## config.mk

```make
export PLATFORM = sky130hd
export DESIGN_NAME = dcic_front_end
export DESIGN_NICKNAME = d
export VERILOG_FILES = /design/src/dcic_bank_tracker.v /design/src/dcic_front_end.v
export VERILOG_INCLUDE_DIRS = /design/src
export SDC_FILE = /design/constraint.sdc
export NUM_CORES = 1
export LEC_CHECK = 0
export ABC_AREA = 0
export BUFFER_PORTS_ARGS = -buffer_cell sky130_fd_sc_hd__buf_2
export CAP_MARGIN = 15
export CORE_UTILIZATION = 45
export CTS_BUF_LIST = sky130_fd_sc_hd__clkbuf_16
export DETAILED_ROUTE_END_ITERATION = 6
export PLACE_DENSITY_LB_ADDON = 0.3
export RECOVER_POWER = 50
export SETUP_SLACK_MARGIN = 0.15
export SLEW_MARGIN = 20
export SYNTH_ARGS = -nofsm -noshare
export SYNTH_HDL_FRONTEND = slang
export SYNTH_HIERARCHICAL = 1
export SYNTH_SLANG_ARGS = --single-unit
```

## constraint.sdc

```tcl
create_clock -name clk_i -period 2.5 [get_ports clk_i]
set_input_delay 0.25 -clock clk_i [delete_from_list [all_inputs] [get_ports clk_i]]
set_output_delay 0.25 -clock clk_i [all_outputs]
set_load 0.02 [all_outputs]
```

## src/dcic_defines.vh

```
// Constants for the command input front end
`ifndef DCIC_DEFINES_VH
`define DCIC_DEFINES_VH

// Power states, one-hot
`define DCIC_ST_ACTIVE 4'h1
`define DCIC_ST_PPD 4'h2
`define DCIC_ST_APD 4'h4
`define DCIC_ST_SREF 4'h8

// Decoded command codes
`define DCIC_CMD_NONE 4'h0
`define DCIC_CMD_ACT 4'h1
`define DCIC_CMD_READ 4'h2
`define DCIC_CMD_WRITE 4'h3
`define DCIC_CMD_PRE 4'h4
`define DCIC_CMD_REF 4'h5
`define DCIC_CMD_MRS 4'h6
`define DCIC_CMD_NOP 4'h7
`define DCIC_CMD_ZQ 4'h8

// Additive latency settings
`define DCIC_AL_ZERO 2'h0
`define DCIC_AL_CL1 2'h1
`define DCIC_AL_CL2 2'h2

// Burst modes
`define DCIC_BL_FIXED8 2'h0
`define DCIC_BL_OTF 2'h1
`define DCIC_BL_FIXED4 2'h2

// Organisation
`define DCIC_NUM_BANKS 8
`define DCIC_BANKS_PER_GROUP 4

// Refresh figures for the controller
`define DCIC_REF_COUNT 8192
`define DCIC_TREFI_NORM_NS 7800
`define DCIC_TREFI_HOT_NS 3900
`define DCIC_CLK_NS 10

`endif

```

## src/dcic_bank_tracker.v

```verilog
// Open-row tracker for the eight banks
`timescale 1ns/100ps
`default_nettype none
`include "dcic_defines.vh"

module dcic_bank_tracker #(
   parameter NUM_BANKS = `DCIC_NUM_BANKS
) (
   // Clock and reset
   input wire clk_i,
   input wire reset_i,
   // Events
   input wire open_i,
   input wire close_one_i,
   input wire close_all_i,
   input wire [2:0] bank_i,
   // State
   output reg [NUM_BANKS-1:0] open_banks_o,
   output wire any_open_o
);

   assign any_open_o = |open_banks_o;

   always @(posedge clk_i) begin
      if (reset_i) begin
         open_banks_o <= {NUM_BANKS{1'b0}};
      end else if (close_all_i) begin
         open_banks_o <= {NUM_BANKS{1'b0}};
      end else if (open_i) begin
         open_banks_o[bank_i] <= 1'b1;
      end else if (close_one_i) begin
         open_banks_o[bank_i] <= 1'b0;
      end
   end

endmodule // dcic_bank_tracker

`default_nettype wire

```

## src/dcic_front_end.v

```verilog
// Command and control input front end of the DRAM device
// Summary of operation
// RL1: All pins sampled on rising clock edge
// RL2: Clock gate high runs clocks and buffers
// RL3: Gate low enters precharge/active power-down or refresh
// RL4: Self-refresh exit on gate rise, no clock; here exit waits for the next clock edge
// RL5: Controller keeps gate high during accesses
// RL6: Power-down keeps clock, termination, gate buffers
// RL7: Self-refresh keeps only gate buffer
// RL8: Chip select high masks the command
// RL9: Chip select is part of command code
// RL10: Termination enable applies nominal termination to all
// RL11: Termination ignored when mode register disables
// RL12: Activate reads dual pins as row 16..14
// RL13: Eight banks in two groups of four
// RL14: Controller refreshes 8192 per 64/32 ms
// RL15: Added latency only 0, CL-1, CL-2
// RL16: Burst of eight, chopped four, on the fly
// RL17: Sequential or interleaved burst ordering
// RL18: Strobe high: dual pins are command bits
// RL19: Bank group and bank select target bank
// RL20: Auto-close bit: auto precharge or all banks
// RL21: Burst-chop bit low chops to four
`timescale 1ns/100ps
`default_nettype none
`include "dcic_defines.vh"

module dcic_front_end #(
   parameter NUM_BANKS = `DCIC_NUM_BANKS,
   parameter ROW_BITS = 17
) (
   // Clock and reset
   input wire clk_i,
   input wire reset_i,
   // Command pins
   input wire clock_gate_i,
   input wire chip_select_n_i,
   input wire row_open_strobe_n_i,
   input wire row_strobe_or_addr_bit16_i,
   input wire column_strobe_or_addr_bit15_i,
   input wire write_strobe_or_addr_bit14_i,
   input wire bank_group_select_i,
   input wire [1:0] bank_select_i,
   input wire [13:0] addr_i,
   input wire termination_enable_in_i,
   // Configuration
   input wire nominal_termination_i,
   input wire [1:0] added_latency_i,
   input wire [1:0] burst_mode_i,
   input wire interleaved_i,
   input wire self_refresh_req_i,
   // Decoded command
   output reg cmd_valid_o,
   output reg [3:0] cmd_o,
   output reg [2:0] cmd_bank_o,
   output reg [ROW_BITS-1:0] cmd_row_o,
   output reg [9:0] cmd_col_o,
   output reg cmd_auto_close_o,
   output reg cmd_close_all_o,
   output reg cmd_chopped_o,
   output reg cmd_interleaved_o,
   output reg [1:0] mr_select_o,
   // Status
   output reg [3:0] power_state_o,
   output reg clocks_run_o,
   output reg cmd_buffers_on_o,
   output reg clk_buffers_on_o,
   output reg odt_buffer_on_o,
   output reg outputs_on_o,
   output reg termination_on_o,
   output reg added_latency_bad_o,
   output wire [NUM_BANKS-1:0] open_banks_o
);

   // ---------------------------------------------------------------
   // Command decode
   // ---------------------------------------------------------------
   localparam ST_ACTIVE = `DCIC_ST_ACTIVE;
   localparam ST_PPD = `DCIC_ST_PPD;
   localparam ST_APD = `DCIC_ST_APD;
   localparam ST_SREF = `DCIC_ST_SREF;

   reg [3:0] state_q;
   reg [3:0] state_d;
   reg [3:0] dec_cmd;
   wire any_open;
   wire [2:0] bank_addr;
   wire accepting;

   // Bank group is the top bank bit: two groups of four
   assign bank_addr = {bank_group_select_i, bank_select_i}; // RL13 RL19
   // Command buffers are off outside the active state, so no command gets through
   assign accepting = (state_q == ST_ACTIVE) && clock_gate_i; // RL2

   function [3:0] decode_cmd;
      input act_n;
      input ras;
      input cas;
      input we;
      begin
         if (!act_n) begin
            decode_cmd = `DCIC_CMD_ACT; // RL12
         end else begin
            case ({ras, cas, we}) // RL18
               3'h1: decode_cmd = `DCIC_CMD_REF;
               3'h0: decode_cmd = `DCIC_CMD_MRS;
               3'h2: decode_cmd = `DCIC_CMD_PRE;
               3'h5: decode_cmd = `DCIC_CMD_READ;
               3'h4: decode_cmd = `DCIC_CMD_WRITE;
               3'h6: decode_cmd = `DCIC_CMD_ZQ;
               default: decode_cmd = `DCIC_CMD_NOP;
            endcase
         end
      end
   endfunction

   always @* begin
      dec_cmd = `DCIC_CMD_NONE;
      // CS high masks everything; CS low is part of the code
      if (accepting && !chip_select_n_i) begin // RL8 RL9
         dec_cmd = decode_cmd(row_open_strobe_n_i, row_strobe_or_addr_bit16_i,
                              column_strobe_or_addr_bit15_i,
                              write_strobe_or_addr_bit14_i);
      end
   end

   wire is_rdwr = (dec_cmd == `DCIC_CMD_READ) || (dec_cmd == `DCIC_CMD_WRITE);
   wire is_pre = (dec_cmd == `DCIC_CMD_PRE);

   dcic_bank_tracker #(
      .NUM_BANKS(NUM_BANKS)
   ) u_banks (
      .clk_i(clk_i),
      .reset_i(reset_i),
      .open_i(dec_cmd == `DCIC_CMD_ACT),
      .close_one_i((is_pre && !addr_i[10]) || (is_rdwr && addr_i[10])), // RL20
      .close_all_i(is_pre && addr_i[10]), // RL20
      .bank_i(bank_addr),
      .open_banks_o(open_banks_o),
      .any_open_o(any_open)
   );

   // ---------------------------------------------------------------
   // Command output registers
   // ---------------------------------------------------------------
   // All pins captured on the one rising edge
   always @(posedge clk_i) begin // RL1
      if (reset_i) begin
         cmd_valid_o <= 1'b0;
         cmd_o <= `DCIC_CMD_NONE;
         cmd_bank_o <= 3'h0;
         cmd_row_o <= {ROW_BITS{1'b0}};
         cmd_col_o <= 10'h000;
         cmd_auto_close_o <= 1'b0;
         cmd_close_all_o <= 1'b0;
         cmd_chopped_o <= 1'b0;
         cmd_interleaved_o <= 1'b0;
         mr_select_o <= 2'h0;
      end else begin
         cmd_valid_o <= (dec_cmd != `DCIC_CMD_NONE);
         cmd_o <= dec_cmd;
         cmd_bank_o <= bank_addr; // RL19
         cmd_row_o <= {row_strobe_or_addr_bit16_i, column_strobe_or_addr_bit15_i,
                       write_strobe_or_addr_bit14_i, addr_i}; // RL12
         cmd_col_o <= addr_i[9:0];
         cmd_auto_close_o <= is_rdwr && addr_i[10]; // RL20
         cmd_close_all_o <= is_pre && addr_i[10]; // RL20
         // Fixed four, fixed eight, or chop bit chooses per access
         if (burst_mode_i == `DCIC_BL_OTF) begin
            cmd_chopped_o <= is_rdwr && !addr_i[12]; // RL16 RL21
         end else begin
            cmd_chopped_o <= is_rdwr && (burst_mode_i == `DCIC_BL_FIXED4); // RL16
         end
         cmd_interleaved_o <= interleaved_i; // RL17
         if (dec_cmd == `DCIC_CMD_MRS) begin
            mr_select_o <= bank_select_i; // RL19
         end
      end
   end

   // ---------------------------------------------------------------
   // Power state machine
   // ---------------------------------------------------------------
   always @* begin
      state_d = state_q;
      case (state_q)
         ST_ACTIVE: begin
            if (!clock_gate_i) begin
               // Open rows decide which power-down is entered
               if (any_open) begin // RL3
                  state_d = ST_APD;
               end else if (self_refresh_req_i) begin
                  state_d = ST_SREF; // RL3
               end else begin
                  state_d = ST_PPD; // RL3
               end
            end
         end
         ST_PPD, ST_APD: begin
            if (clock_gate_i) begin
               state_d = ST_ACTIVE; // RL2
            end
         end
         ST_SREF: begin
            if (clock_gate_i) begin
               state_d = ST_ACTIVE; // RL4
            end
         end
         default: state_d = ST_ACTIVE;
      endcase
   end

   always @(posedge clk_i) begin
      if (reset_i) begin
         state_q <= ST_ACTIVE;
      end else begin
         state_q <= state_d;
      end
   end

   // ---------------------------------------------------------------
   // Buffer and termination controls
   // ---------------------------------------------------------------
   // The gate buffer is never switched off, so exit from self-refresh
   // is taken at the next clock edge; the real pad path is combinational.
   always @(posedge clk_i) begin
      if (reset_i) begin
         power_state_o <= ST_ACTIVE;
         clocks_run_o <= 1'b1;
         cmd_buffers_on_o <= 1'b1;
         clk_buffers_on_o <= 1'b1;
         odt_buffer_on_o <= 1'b1;
         outputs_on_o <= 1'b1;
         termination_on_o <= 1'b0;
         added_latency_bad_o <= 1'b0;
      end else begin
         power_state_o <= state_d;
         clocks_run_o <= (state_d == ST_ACTIVE); // RL2
         outputs_on_o <= (state_d == ST_ACTIVE); // RL2
         cmd_buffers_on_o <= (state_d == ST_ACTIVE); // RL6 RL7
         clk_buffers_on_o <= (state_d != ST_SREF); // RL6 RL7
         odt_buffer_on_o <= (state_d != ST_SREF); // RL6 RL7
         termination_on_o <= termination_enable_in_i && nominal_termination_i
                             && (state_q != ST_SREF); // RL10 RL11
         added_latency_bad_o <= (added_latency_i != `DCIC_AL_ZERO) &&
                                (added_latency_i != `DCIC_AL_CL1) &&
                                (added_latency_i != `DCIC_AL_CL2); // RL15
      end
   end

endmodule // dcic_front_end

`default_nettype wire

```

==> run metrics <==
status complete, no violations; max-cap viol count 0; clock transition at the registers of the reported paths approximately 60 ps; vias in the first global route 1,379; CP endpoint kind flip-flop; GP Congestion around 0.84; Mapped Area about 1800 um^2; Final Setup Violations 0; minimum clock period 2140 ps; Worst setup SP type flip-flop; critical path class reg -> reg; Largest stage delay, worst path 450 ps; design area 2370 um^2; TritonCTS clock tree yes; P&R area growth vs syn 29.7%; GR Overflow Total 0; post-DR vias/cell 4.98; via count 1,538; htree depth 2; final hold slack between 150 and 200 ps; die width 65.7 um; Max VDD drop roughly 0.38 mV; top_reg_cell synth dfxtp_1; relative slew slack 0.0657; Synth Net Count 210; NumNets Final 294; number of synthesized register bits 47; placed cell area between 2000 and 2500 um^2; CTS buffer count 5; Core ar. 3770 um^2; drt wl/cell 12.7 um; Seq/Total Area, Yosys 0.515; ys async rst share 0; GR Util All Layers 0.184; I/O pin count between 90 and 100; Post-synth EDFFs 0; Post-Synthesis Cells 177; first-pass GRT wire length 5.96 mm; initial antenna violation count 0; Worst path slowest cell nor4b_4; Mean Syn Cell Area 10.3 um^2; Final Skew ~3.5 ps; Ant. Diodes 0; Hold Violations, Final 0; area leader, netlist dfxtp_1; Initial Util 0.484; final wirelength between 3 and 4 mm; DR pass1 iterations 4; PostCTS Resize Cnt 0; Routed Antenna Nets 0; clock sinks 47; PwrDens 716 nW/um^2; critical path peak fanout 7; Root Buffer clkbuf_16; Area contributors post-synth dfxtp_1 52%, nor2b_1 8.2%, buf_4 5.3%; Final Max Tran Viols 0; Setup TNS 0 ps; unrepaired setup endpoints after global routing no; share of cells above drive strength 1 0.318; First DRT Iteration DRCs 37; cell breakdown of the critical path nor4b_4 > nand2_1 > a21oi_1 > nor2_1 > nor4bb_2 > mux2i_1; HP Class in -> reg; full die area 4320 um^2; HPWL after detailed placement ~2.8 mm; cell row count 22; YS warnings 6; CP required roughly 2700 ps; Peak Freq approximately 470 MHz; crit path DAT between 2000 and 2500 ps; Leak 1.06 nW; Die Ht 65.7 um; Final period util 0.856; filler cell count in the final layout 343; Clk Latency, worst-skew pair 280 ps; Synth top area share 0.515; Distinct cells, synth 40; CTS Buffer Depth 2; largest net degree at the start of global routing 32; worst-margin pin slew between 1000 and 1500 ps; I/O Buffers 92; DRC 0
==> cell usage in the layout, fill, tap and decap left out, types with 3 or more instances in the layout <==
cell type / instances
buf_2: 60
dfxtp_1: 47
clkbuf_1: 32
nor2b_1: 24
nand2_1: 13
nor2_1: 9
inv_1: 7
mux2i_1: 6
a21oi_1: 5
o21ai_0: 5
clkbuf_16: 5
nand2b_1: 3
nor3_1: 3
nand3_1: 3
buf_4: 3
nor4_1: 3
==> stage by stage <==
step	setup WS, ps	utilization	std cells	power (mW)
floorplan	493	-	177	0.933
global placement	443	0.591	299	0.995
detailed placement	329	0.591	299	0.997
CTS	325	0.633	306	1.71
global route	146	0.628	309	1.77
finish	361	0.628	309	1.70
==> critical path, delay by kind of cell (launching register included) <==
kind	cells	cell delay (ps)
AND/OR/NAND/NOR	4	1170
AO/OA/AOI/OAI	1	290
multiplexers	1	210
flip-flops	1	390
==> synthesized netlist by cell type, drive strengths merged (4+ instances only) <==
library cell,n
mux2i,6
o21ai,6
nor4b,5
buf,14
nor3b,4
dfxtp,47
clkbuf,4
nand2,13
nor4,5
inv,6
nor2b,24
a21oi,5
nor2,10
==> power by group <==
part           switching [mW]  internal (mW)  total, mW
clock network           0.249          0.462      0.711
logic                   0.121         0.0749      0.196
registers              0.0132          0.776      0.789
==> layer usage <==
metal	share of wire	up-vias	GRT usage
met3	0.099	9	0.0712
met4	0.017	0	0.0897
met5	0	-	0
li1	-	755	-
met2	0.47	79	0.309
met1	0.41	695	0.202
==> worst paths after layout <==
| check | startpoint | to | slack [ps] | cells past startpoint |
|---|---|---|---|---|
| hold reg to reg | flip-flop | flip-flop | 480 | 2 |
| setup reg to reg | power_state_o[3]$_SDFF_PP0_ | flip-flop | 360 | 6 |
| setup / recovery | power_state_o[3]$_SDFF_PP0_ | flip-flop | 360 | 6 |
| hold / removal | addr_i[8] | cmd_row_o[8]$_SDFF_PP0_ | 180 | 2 |
==> cell type report <==
cell class                 instances  area, um^2  area share
multi-input combinational        106         744       0.314
tap                               48        60.1      0.0253
inverter                           6        22.5     0.00950
sequential                        47         941       0.397
timing repair buffer              95         443       0.187
clock buffer                       5         125      0.0528
clock inverter                     2        33.8      0.0143
==> cell families (layout without fill, tap and decap cells) <==
logic type      after synthesis  in the layout  share of synthesized area
compound gates               18             18                     0.0644
simple gates                 78             78                      0.288
buf+inv                      24            108                     0.0774
xor+xnor                      2              2                    0.00959
flops                        47             47                      0.515
mux                           8              8                     0.0452
==> timing repair <==
item / CTS / global route
setup endpoints to repair: 0 / 7
hold endpoints to repair: 0 / 0
setup buffers: 0 / 3
hold buffers: 0 / 0
(Power assumes the default switching activity.)
